===== src/verilog/rlps_pkg.sv =====
// Package for the reset-latched peripheral select block: strap layout, reset values,
// pin-ownership carriers. Assumes a single 250 MHz clock and board straps on pins.
//******************************************************************************
// Contract
//******************************************************************************
// Contract
// - Cell-bus select strap is sampled at reset; picks cell-bus or serial port 1.
// - Cell select 0: shared pins are serial port 1, cell-only pins high-Z.
// - Cell select 1: shared pins are cell bus, serial-1-only pins high-Z.
// - PCI select sampled at reset and live serial-2 select decide host, GPIO, PCI, EEPROM, serial 2.
// - PCI select 0: host port on; upper GPIO usable once enable and direction set.
// - PCI select 0: shared pins are host port, the two PCI-only pins high-Z.
// - PCI select 1: host off; host/PCI and GPIO/PCI shared pins carry PCI.
// - Serial port 2 is enabled except with PCI 1 and serial-2 select 0.
// - PCI 1, serial-2 0 and EEPROM strap 1 start EEPROM auto-init at reset.
// - Raising serial-2 select after reset enables serial port 2, drops EEPROM path.
// - Shared-pin peripherals never drive conflicting functions at once.
// - Timers, serial port 0 and lower general pins are always available.
//******************************************************************************
package rlps_pkg;

	// Strap reset values, all matching the internal pulldowns
	localparam logic RLPS_CELL_SEL_RST = 1'h0;
	localparam logic RLPS_PCI_SEL_RST = 1'h0;
	localparam logic RLPS_SP2_SEL_RST = 1'h0;
	localparam logic RLPS_EEPROM_AUTOINIT_STRAP_RST = 1'h0;

	// Cycles of reset release before straps are caught (pins settle through synchronisers)
	localparam int unsigned RLPS_SYNC_STAGES = 3;
	localparam logic [1:0] RLPS_LATCH_DELAY = 2'h3;

	// Upper general pin span
	localparam int unsigned RLPS_UGP_LO = 9;
	localparam int unsigned RLPS_UGP_HI = 15;
	localparam int unsigned RLPS_UGP_W = RLPS_UGP_HI - RLPS_UGP_LO + 1;

	// Latched strap set
	typedef struct packed {
		logic cell_port_select;
		logic pci_select;
		logic eeprom_autoinit_strap;
	} rlps_straps_s;

	// Peripheral enables that result from the straps
	typedef struct packed {
		logic host_port_en;
		logic pci_en;
		logic eeprom_path_en;
		logic serial_port1_en;
		logic serial_port2_en;
		logic cell_port_en;
		logic pci_only_pins_oe;
		logic cell_only_pins_oe;
		logic sp1_only_pins_oe;
	} rlps_enables_s;

endpackage


===== src/verilog/rlps_sync3.sv =====
// Three-stage synchroniser with agreement filter for strap pins.
// Assumes inputs are asynchronous to the clock; reset is already synchronised.
`timescale 1ns/1ps
module rlps_sync3 #(
	parameter int unsigned WIDTH = 1,
	parameter logic [WIDTH-1:0] RST_VAL = '0
) (
	input wire logic clk_i,
	input wire logic rst_n_i,
	input wire logic [WIDTH-1:0] d_i,
	output logic [WIDTH-1:0] q_o
);
	logic [WIDTH-1:0] s1_r;
	logic [WIDTH-1:0] s2_r;
	logic [WIDTH-1:0] s3_r;
	logic [WIDTH-1:0] q_r;
	logic [WIDTH-1:0] agree;
	logic [WIDTH-1:0] q_nxt;

	// A bit changes only when stages two and three agree; stage one feeds stage two only
	assign agree = ~(s2_r ^ s3_r);
	assign q_nxt = (agree & s3_r) | (~agree & q_r);
	assign q_o = q_r;

	always_ff @(posedge clk_i or negedge rst_n_i) begin
		if (!rst_n_i) begin
			s1_r <= RST_VAL;
			s2_r <= RST_VAL;
			s3_r <= RST_VAL;
			q_r <= RST_VAL;
		end else begin
			s1_r <= d_i;
			s2_r <= s1_r;
			s3_r <= s2_r;
			q_r <= q_nxt;
		end
	end
endmodule


===== src/verilog/rlps_gpio_gate.sv =====
// Per-pin ownership gate for the upper general pins shared with PCI.
// Assumes GPIO enable and direction bits come from software-held registers elsewhere.
`timescale 1ns/1ps
module rlps_gpio_gate #(
	parameter int unsigned WIDTH = 7
) (
	input wire logic pci_mode_i,
	input wire logic [WIDTH-1:0] gpio_pin_enable_i,
	input wire logic [WIDTH-1:0] gpio_pin_direction_i,
	input wire logic [WIDTH-1:0] gpio_out_i,
	input wire logic [WIDTH-1:0] pci_out_i,
	input wire logic [WIDTH-1:0] pci_oe_i,
	output logic [WIDTH-1:0] pin_out_o,
	output logic [WIDTH-1:0] pin_oe_o
);
	genvar g;
	generate
		for (g = 0; g < WIDTH; g++) begin : gen_pin
			wire gpio_drv;
			// GPIO drives only when enabled and set as output, and never in PCI mode
			assign gpio_drv = ~pci_mode_i & gpio_pin_enable_i[g] & gpio_pin_direction_i[g];
			assign pin_out_o[g] = pci_mode_i ? pci_out_i[g] : gpio_out_i[g];
			assign pin_oe_o[g] = pci_mode_i ? pci_oe_i[g] : gpio_drv;
		end
	endgenerate
endmodule


===== src/verilog/rlps_top.sv =====
// Reset-latched peripheral select: catches the selection straps at reset release and
// steers the shared pins between host port, upper general pins, PCI with its EEPROM,
// serial ports 1 and 2 and the cell-bus port.
// Assumes straps come from board resistors; peripherals supply their own pin drives.
`timescale 1ns/1ps
module rlps_top
	import rlps_pkg::*;
#(
	parameter int unsigned SHARED_CELL_W = 6,
	parameter int unsigned HOST_PCI_W = 32
) (
	input wire logic MCLK_I,
	input wire logic RESET_N_I,
	input wire logic CELL_SELECT_STRAP_PIN_I,
	input wire logic PCI_SELECT_PIN_I,
	input wire logic SERIAL_PORT2_SELECT_PIN_I,
	input wire logic EEPROM_AUTOINIT_STRAP_PIN_I,
	input wire logic [RLPS_UGP_W-1:0] GPIO_PIN_ENABLE_I,
	input wire logic [RLPS_UGP_W-1:0] GPIO_PIN_DIRECTION_I,
	input wire logic [RLPS_UGP_W-1:0] GPIO_OUT_I,
	input wire logic [RLPS_UGP_W-1:0] PCI_GP_OUT_I,
	input wire logic [RLPS_UGP_W-1:0] PCI_GP_OE_I,
	input wire logic [SHARED_CELL_W-1:0] SP1_OUT_I,
	input wire logic [SHARED_CELL_W-1:0] SP1_OE_I,
	input wire logic [SHARED_CELL_W-1:0] CELL_OUT_I,
	input wire logic [SHARED_CELL_W-1:0] CELL_OE_I,
	input wire logic [HOST_PCI_W-1:0] HOST_OUT_I,
	input wire logic [HOST_PCI_W-1:0] HOST_OE_I,
	input wire logic [HOST_PCI_W-1:0] PCI_OUT_I,
	input wire logic [HOST_PCI_W-1:0] PCI_OE_I,
	input wire logic EEPROM_INIT_DONE_I,
	output logic [RLPS_UGP_W-1:0] UPPER_GENERAL_PINS_OUT_O,
	output logic [RLPS_UGP_W-1:0] UPPER_GENERAL_PINS_OE_O,
	output logic [SHARED_CELL_W-1:0] SHARED_CELL_PINS_OUT_O,
	output logic [SHARED_CELL_W-1:0] SHARED_CELL_PINS_OE_O,
	output logic [HOST_PCI_W-1:0] SHARED_HOST_PINS_OUT_O,
	output logic [HOST_PCI_W-1:0] SHARED_HOST_PINS_OE_O,
	output logic PCI_ONLY_PINS_OE_O,
	output logic CELL_ONLY_PINS_OE_O,
	output logic SP1_ONLY_PINS_OE_O,
	output logic HOST_PORT_EN_O,
	output logic PCI_EN_O,
	output logic SERIAL_PORT1_EN_O,
	output logic SERIAL_PORT2_EN_O,
	output logic CELL_PORT_EN_O,
	output logic EEPROM_PATH_EN_O,
	output logic EEPROM_INIT_START_O,
	output logic ALWAYS_ON_EN_O,
	output logic STRAPS_VALID_O
);
	//**************************************************************************
	// Reset release
	//**************************************************************************
	// Internal reset falls with the pin at once but rises two clocks later, on a clean edge
	logic rst_a_r;
	logic rst_n;

	always_ff @(posedge MCLK_I or negedge RESET_N_I) begin
		if (!RESET_N_I) begin
			rst_a_r <= 1'h0;
			rst_n <= 1'h0;
		end else begin
			rst_a_r <= 1'h1;
			rst_n <= rst_a_r;
		end
	end

	//**************************************************************************
	// Strap synchronisers
	//**************************************************************************
	logic [3:0] pins_raw;
	logic [3:0] pins_sync;

	// Bundle order, high to low: cell, PCI, serial 2, EEPROM; the taps below follow it
	assign pins_raw = {CELL_SELECT_STRAP_PIN_I, PCI_SELECT_PIN_I,
		SERIAL_PORT2_SELECT_PIN_I, EEPROM_AUTOINIT_STRAP_PIN_I};

	rlps_sync3 #(
		.WIDTH(4),
		.RST_VAL({RLPS_CELL_SEL_RST, RLPS_PCI_SEL_RST, RLPS_SP2_SEL_RST, RLPS_EEPROM_AUTOINIT_STRAP_RST})
	) u_sync (
		.clk_i(MCLK_I),
		.rst_n_i(rst_n),
		.d_i(pins_raw),
		.q_o(pins_sync)
	);

	// Filtered strap taps
	wire cell_sync = pins_sync[3];
	wire pci_sync = pins_sync[2];
	wire sp2_sync = pins_sync[1];
	wire eeprom_autoinit_strap_sync = pins_sync[0];

	//**************************************************************************
	// Strap latch sequence
	//**************************************************************************
	// Gray along the path, so each step flips one state bit
	typedef enum logic [1:0] {
		RLPS_ST_WAIT = 2'h0,
		RLPS_ST_LATCH = 2'h1,
		RLPS_ST_RUN = 2'h3
	} rlps_state_e;

	rlps_state_e state_r;
	rlps_state_e state_nxt;
	logic [1:0] wait_cnt_r;
	logic [1:0] wait_cnt_nxt;
	rlps_straps_s straps_r;
	rlps_straps_s straps_nxt;
	logic latch_now;
	rlps_straps_s straps_caught;

	// Wait until the synchroniser has filled with real pin levels before catching
	always_comb begin
		state_nxt = state_r;
		wait_cnt_nxt = wait_cnt_r;
		case (state_r)
			RLPS_ST_WAIT: begin
				wait_cnt_nxt = wait_cnt_r + 2'h1;
				if (wait_cnt_r == RLPS_LATCH_DELAY) begin
					state_nxt = RLPS_ST_LATCH;
				end
			end
			RLPS_ST_LATCH: state_nxt = RLPS_ST_RUN;
			RLPS_ST_RUN: state_nxt = RLPS_ST_RUN;
			default: state_nxt = RLPS_ST_WAIT;
		endcase
	end

	assign latch_now = (state_r == RLPS_ST_LATCH);
	assign straps_caught.cell_port_select = cell_sync;
	assign straps_caught.pci_select = pci_sync;
	assign straps_caught.eeprom_autoinit_strap = eeprom_autoinit_strap_sync;
	// Caught once per reset; later pin motion is ignored
	assign straps_nxt = latch_now ? straps_caught : straps_r;

	always_ff @(posedge MCLK_I or negedge rst_n) begin
		if (!rst_n) begin
			state_r <= RLPS_ST_WAIT;
			wait_cnt_r <= 2'h0;
			straps_r <= '{cell_port_select: RLPS_CELL_SEL_RST, pci_select: RLPS_PCI_SEL_RST,
				eeprom_autoinit_strap: RLPS_EEPROM_AUTOINIT_STRAP_RST};
		end else begin
			state_r <= state_nxt;
			wait_cnt_r <= wait_cnt_nxt;
			straps_r <= straps_nxt;
		end
	end

	//**************************************************************************
	// Peripheral selection
	//**************************************************************************
	// Until the straps are caught every shared pin stays quiet, so no two owners overlap
	wire run = (state_r == RLPS_ST_RUN);
	rlps_enables_s en_nxt;
	logic eeprom_start_nxt;
	logic eeprom_started_r;
	logic cell_owned;
	logic sp1_owned;
	logic pci_owned;
	logic host_owned;
	logic eeprom_owned;

	// EEPROM keeps its path only while PCI is strapped on and serial 2 is not selected
	function automatic logic eeprom_owns(input logic pci_sel, input logic sp2_sel);
		return pci_sel & ~sp2_sel;
	endfunction

	// One owner per pin group, decided by the latched straps; the EEPROM path also follows the live serial 2 select
	assign cell_owned = run & straps_r.cell_port_select;
	assign sp1_owned = run & ~straps_r.cell_port_select;
	assign pci_owned = run & straps_r.pci_select;
	assign host_owned = run & ~straps_r.pci_select;
	assign eeprom_owned = run & eeprom_owns(straps_r.pci_select, sp2_sync);

	// Registered below, so every enable and standalone OE leaves from a flop
	assign en_nxt.cell_port_en = cell_owned;
	assign en_nxt.serial_port1_en = sp1_owned;
	assign en_nxt.cell_only_pins_oe = cell_owned;
	assign en_nxt.sp1_only_pins_oe = sp1_owned;
	assign en_nxt.host_port_en = host_owned;
	assign en_nxt.pci_en = pci_owned;
	assign en_nxt.pci_only_pins_oe = pci_owned;
	// Serial port 2 select is live, so it can be raised after reset
	assign en_nxt.serial_port2_en = run & ~eeprom_owns(straps_r.pci_select, sp2_sync);
	assign en_nxt.eeprom_path_en = eeprom_owned;
	// One-shot auto-init at the first running cycle only
	assign eeprom_start_nxt = eeprom_owned & ~eeprom_started_r
		& straps_r.eeprom_autoinit_strap;

	//**************************************************************************
	// Pin steering
	//**************************************************************************
	logic [RLPS_UGP_W-1:0] ugp_out;
	logic [RLPS_UGP_W-1:0] ugp_oe;
	logic [RLPS_UGP_W-1:0] ugp_en_gated;
	logic [RLPS_UGP_W-1:0] ugp_pci_oe_gated;

	// Nothing reaches the upper pins before the straps settle, whoever would own them
	assign ugp_en_gated = GPIO_PIN_ENABLE_I & {RLPS_UGP_W{run}};
	assign ugp_pci_oe_gated = PCI_GP_OE_I & {RLPS_UGP_W{run}};

	rlps_gpio_gate #(
		.WIDTH(RLPS_UGP_W)
	) u_ugp (
		.pci_mode_i(straps_r.pci_select),
		.gpio_pin_enable_i(ugp_en_gated),
		.gpio_pin_direction_i(GPIO_PIN_DIRECTION_I),
		.gpio_out_i(GPIO_OUT_I),
		.pci_out_i(PCI_GP_OUT_I),
		.pci_oe_i(ugp_pci_oe_gated),
		.pin_out_o(ugp_out),
		.pin_oe_o(ugp_oe)
	);

	// Exactly one owner per shared pin group
	wire [SHARED_CELL_W-1:0] cell_out = straps_r.cell_port_select ? CELL_OUT_I : SP1_OUT_I;
	wire [SHARED_CELL_W-1:0] cell_oe = {SHARED_CELL_W{run}}
		& (straps_r.cell_port_select ? CELL_OE_I : SP1_OE_I);
	wire [HOST_PCI_W-1:0] host_out = straps_r.pci_select ? PCI_OUT_I : HOST_OUT_I;
	wire [HOST_PCI_W-1:0] host_oe = {HOST_PCI_W{run}}
		& (straps_r.pci_select ? PCI_OE_I : HOST_OE_I);

	//**************************************************************************
	// Output registers
	//**************************************************************************
	// Pin drives, one clock behind their peripheral sources
	always_ff @(posedge MCLK_I or negedge rst_n) begin
		if (!rst_n) begin
			UPPER_GENERAL_PINS_OUT_O <= '0;
			UPPER_GENERAL_PINS_OE_O <= '0;
			SHARED_CELL_PINS_OUT_O <= '0;
			SHARED_CELL_PINS_OE_O <= '0;
			SHARED_HOST_PINS_OUT_O <= '0;
			SHARED_HOST_PINS_OE_O <= '0;
		end else begin
			UPPER_GENERAL_PINS_OUT_O <= ugp_out;
			UPPER_GENERAL_PINS_OE_O <= ugp_oe;
			SHARED_CELL_PINS_OUT_O <= cell_out;
			SHARED_CELL_PINS_OE_O <= cell_oe;
			SHARED_HOST_PINS_OUT_O <= host_out;
			SHARED_HOST_PINS_OE_O <= host_oe;
		end
	end

	// Standalone pins of the peripheral left out stay released
	always_ff @(posedge MCLK_I or negedge rst_n) begin
		if (!rst_n) begin
			PCI_ONLY_PINS_OE_O <= 1'h0;
			CELL_ONLY_PINS_OE_O <= 1'h0;
			SP1_ONLY_PINS_OE_O <= 1'h0;
		end else begin
			PCI_ONLY_PINS_OE_O <= en_nxt.pci_only_pins_oe;
			CELL_ONLY_PINS_OE_O <= en_nxt.cell_only_pins_oe;
			SP1_ONLY_PINS_OE_O <= en_nxt.sp1_only_pins_oe;
		end
	end

	// Peripheral enables; serial 2 and the EEPROM path keep following the live select
	always_ff @(posedge MCLK_I or negedge rst_n) begin
		if (!rst_n) begin
			HOST_PORT_EN_O <= 1'h0;
			PCI_EN_O <= 1'h0;
			SERIAL_PORT1_EN_O <= 1'h0;
			SERIAL_PORT2_EN_O <= 1'h0;
			CELL_PORT_EN_O <= 1'h0;
			EEPROM_PATH_EN_O <= 1'h0;
		end else begin
			HOST_PORT_EN_O <= en_nxt.host_port_en;
			PCI_EN_O <= en_nxt.pci_en;
			SERIAL_PORT1_EN_O <= en_nxt.serial_port1_en;
			SERIAL_PORT2_EN_O <= en_nxt.serial_port2_en;
			CELL_PORT_EN_O <= en_nxt.cell_port_en;
			EEPROM_PATH_EN_O <= en_nxt.eeprom_path_en;
		end
	end

	// Auto-init fires once per reset; dropping serial 2 select later cannot start it again
	always_ff @(posedge MCLK_I or negedge rst_n) begin
		if (!rst_n) begin
			EEPROM_INIT_START_O <= 1'h0;
			eeprom_started_r <= 1'h0;
		end else begin
			EEPROM_INIT_START_O <= eeprom_start_nxt;
			eeprom_started_r <= eeprom_started_r | run;
		end
	end

	// Timers, serial port 0 and lower pins ignore every strap
	always_ff @(posedge MCLK_I or negedge rst_n) begin
		if (!rst_n) begin
			ALWAYS_ON_EN_O <= 1'h0;
			STRAPS_VALID_O <= 1'h0;
		end else begin
			ALWAYS_ON_EN_O <= 1'h1;
			STRAPS_VALID_O <= run;
		end
	end

	// Init completion is owned by the PCI block; kept visible only through its own logic
	logic unused_done;
	assign unused_done = EEPROM_INIT_DONE_I;
endmodule


===== config.mk =====
export PLATFORM = sky130hd
export DESIGN_NAME = rlps_top
export DESIGN_NICKNAME = d
export VERILOG_FILES = /design/src/verilog/rlps_pkg.sv /design/src/verilog/rlps_sync3.sv /design/src/verilog/rlps_gpio_gate.sv /design/src/verilog/rlps_top.sv
export SDC_FILE = /design/constraint.sdc
export NUM_CORES = 1
export LEC_CHECK = 0
export BUFFER_PORTS_ARGS = -buffer_cell sky130_fd_sc_hd__buf_2
export CAP_MARGIN = 10
export CORE_AREA = 2 2 115 117
export DETAILED_ROUTE_END_ITERATION = 16
export DIE_AREA = 0 0 117 119
export MAX_ROUTING_LAYER = met4
export PLACE_DENSITY = 0.7
export SLEW_MARGIN = 20
export SYNTH_ARGS = -nofsm -noshare
export SYNTH_HDL_FRONTEND = slang
export SYNTH_SLANG_ARGS = --single-unit
export TNS_END_PERCENT = 100

===== constraint.sdc =====
create_clock -name MCLK_I -period 4.47 [get_ports MCLK_I]
set_input_delay 0.447 -clock MCLK_I [delete_from_list [all_inputs] [get_ports MCLK_I]]
set_output_delay 0.447 -clock MCLK_I [all_outputs]
set_load 0.02 [all_outputs]

==> results.md <==
* PortBufs at 294
* HP Class: primary input to flip-flop
* Reg2reg start: straps_r[1]
* Switching power at 0.772 mW
* Worst reg-to-reg path cell count at 2
* Synth Warn # at 0
* First-pass GRT wire length at 18100 um
* ANT cells at 0
* CTS H-tree depth at 4
* Total of max-cap violations at 0
* Max Clock Freq at 504 MHz
* DP Area at 6200 um^2
* DRC Markers at 0
* Worst vdd ir at 0.000199 V
* Status: complete, no violations
* Largest net degree at the start of global routing at 57
* CTS tree: yes
* R2R Path End: SHARED_HOST_PINS_OUT_O[7]
* Vias/cell at 4.39
* Remaining global-route overflow at 0
* Synthesis-to-finish area growth at 47.2%
* Synth Cell Area at 4610 um^2
* Root buffer cell: clkbuf_16
* Wirelength per Cell at 14.4 um
* 1st-iter DRT viols at 155
* Drt pass-1 iters at 4
* Synth Area per Inst at 14.6 um^2
* Post-synth EDFFs at 0
* Clk sinks at 125
* Rel. slew slack at 0.363
* Hpwl dp at 8360 um
* Vias in the first global route at 3739
* Asr flop ratio synth at 1.00
* Crit end category: flip-flop
* Post-DRT Antenna Nets at 0
* Max Buffers Root-to-Sink at 2
* Pint at 2.25 mW
* Power Density at 446 nW/um^2
* Final Slew Violations at 0
* Final #Nets at 807
* Setup TNS Final at 0 ns
* Sequential area share after synthesis at 0.679
* Critical path endpoint: SHARED_HOST_PINS_OUT_O[7]
* Starting Density at 0.358
* Initial antenna violation count at 0
* DIE AREA at 13900 um^2
* # Post-CTS Setup Buffers at 0
* Arr. time, crit path at 2.28 ns
* Combinational share of power at 0.143
* Startpoint types: flip-flop
* CTS resizes at 0
* R2R Setup Slk at 2.49 ns
* Leakage Power at 3.54 nW
* Final setup fails at 0
* Io pins at 296
* Unrepaired setup endpoints after global routing: false
* Synthesized flop and latch total at 125
* Post-route minimum period at 1.98 ns
* Synth Flop Type: dfrtp_1
* Total wire length at 11500 um
* Final GP Congestion at 0.764
* Data required, critical path at 4.77 ns
* CTS Buf Count at 17
* Max Clock Skew at 0.00624 ns
* Mapped Cells at 315
* Layout cell share with drive strength beyond 1 at 0.610
* Worst Max-Slew Pin Slew at 0.951 ns
* Global-route usage over all layers at 0.179
* Setup crit start: straps_r[1]
* Clock Power Share at 0.433
* Hold buffer count at CTS at 1
* Hold violation count in the final report at 0
* Synth cell types at 23
* Final period utilization at 0.444
* Die width at 117 um
* Core Area at 12900 um^2
* Final Cell Area at 6780 um^2
* Clock-pin slew on the worst setup and hold paths at 0.06 ns
* Switching fraction of total power at 0.256
* Worst skew pair latency at 0.41 ns
* Final Power at 3.02 mW
* Flop pwr share at 0.424
* Via Count at 3514
* Worst Path Max Fanout at 56
* DIE HEIGHT at 119 um
* Setup CP Type: flip-flop to flip-flop
* # rows at 42
## final cells by class
class / count / area [um^2]
clock buffers: 19 / 443
clock inverters: 13 / 124
fillers: 1146 / 6100
inverters: 4 / 15.0
multi-input cells: 166 / 1340
flip-flops and latches: 125 / 3140
well taps: 176 / 220
repair buffers: 298 / 1500
## sequential cells by signal, summed over array words and instances (netlist names), 2 cells and up, named ones only
signal	count
SHARED_HOST_PINS_OE_O	32
SHARED_HOST_PINS_OUT_O	32
UPPER_GENERAL_PINS_OE_O	7
UPPER_GENERAL_PINS_OUT_O	7
SHARED_CELL_PINS_OE_O	6
SHARED_CELL_PINS_OUT_O	6
u_sync.s1_r	4
u_sync.s2_r	4
u_sync.s3_r	4
straps_r	3
state_r	2
wait_cnt_r	2
## cells by family (layout without fill, tap and decap cells)
kind of cell | Yosys count | after routing | synth area share
flip-flops | 125 | 125 | 0.679
XOR/XNOR | 1 | 1 | 0.00190
buffers and inverters | 25 | 334 | 0.0318
AO/OA/AOI/OAI | 9 | 9 | 0.0103
AND/OR/NAND/NOR | 62 | 62 | 0.0622
adder cells (fa/ha/maj) | 5 | 5 | 0.0114
other | 1 | 2 | 0.000814
multiplexers | 87 | 87 | 0.202
## worst max-delay path, cell delays in order (launching register included)
cell and delay [ns]:
dfrtp_4 0.87, buf_4 0.58, mux2_2 0.40
## cells in the final DEF (no fill, tap or decap), types with 2 or more instances in the layout
master      netlist  layout
a21oi_1           8       8
buf_2             6     294
buf_4             8       3
bufinv_16         0       2
clkbuf_16         0      17
clkinv_2          0       8
clkinvlp_4        0       2
conb_1            1       2
dfrtp_1         125     123
dfrtp_4           0       2
inv_1             4       4
maj3_1            4       4
mux2_1            2       2
mux2_2           47      47
mux2i_1          38      38
nand2_1           8       7
nand3b_1          7       7
nor2_1           42      42
## synth_stat cells (2+ instances only)
| master | count | area share |
|---|---|---|
| dfrtp_1 | 125 | 0.68 |
| mux2_2 | 47 | 0.11 |
| nor2_1 | 42 | 0.034 |
| mux2i_1 | 38 | 0.083 |
| a21oi_1 | 8 | 0.0087 |
| buf_4 | 8 | 0.013 |
| nand2_1 | 8 | 0.0065 |
| nand3b_1 | 7 | 0.011 |
| buf_2 | 6 | 0.0065 |
| clkbuf_1 | 5 | 0.0041 |
| inv_1 | 4 | 0.0033 |
| maj3_1 | 4 | 0.0087 |
| buf_6 | 2 | 0.0049 |
| mux2_1 | 2 | 0.0049 |
## stage by stage
step	setup WS, ns	std cells	util	hold slack [ns]
final	2.49	801	0.527	0.138
after global placement	2.51	768	0.482	0.232
after CTS	2.44	801	0.527	0.119
after global routing	2.34	801	0.527	0.121
after detailed placement	2.44	768	0.482	0.235
after floorplan	0.730	316	-	0.151
## how the worst min path moves through the flow
stage	depth (start not counted)	from	to
floorplan	0	RESET_N_I	rst_a_r
global placement	1	RESET_N_I	rst_a_r
detailed placement	1	RESET_N_I	rst_a_r
CTS	1	SERIAL_PORT2_SELECT_PIN_I	u_sync.s1_r[1]
global route	1	EEPROM_AUTOINIT_STRAP_PIN_I	u_sync.s1_r[0]
finish	1	SERIAL_PORT2_SELECT_PIN_I	u_sync.s1_r[1]
## power by group through the flow
stage / sequential (mW) / clock [mW] / combinational, mW
2_1_floorplan: 1.40 / 0 / 0.144
3_3_place_gp: 1.30 / 0 / 0.427
3_5_place_dp: 1.30 / 0 / 0.436
4_1_cts: 1.28 / 1.34 / 0.439
5_1_grt: 1.30 / 1.40 / 0.471
6_report: 1.28 / 1.31 / 0.433
## metal layers
layer / vias up / GRT usage / share of wire / routed length, um
li1: 1639 / - / - / -
met5: - / - / 0 / 0
met2: 193 / 0.294 / 0.51 / 5820
met4: 0 / 0.0868 / 0.029 / 334
met3: 28 / 0.0514 / 0.084 / 974
met1: 1654 / 0.198 / 0.38 / 4400
(Power assumes the default switching activity.)
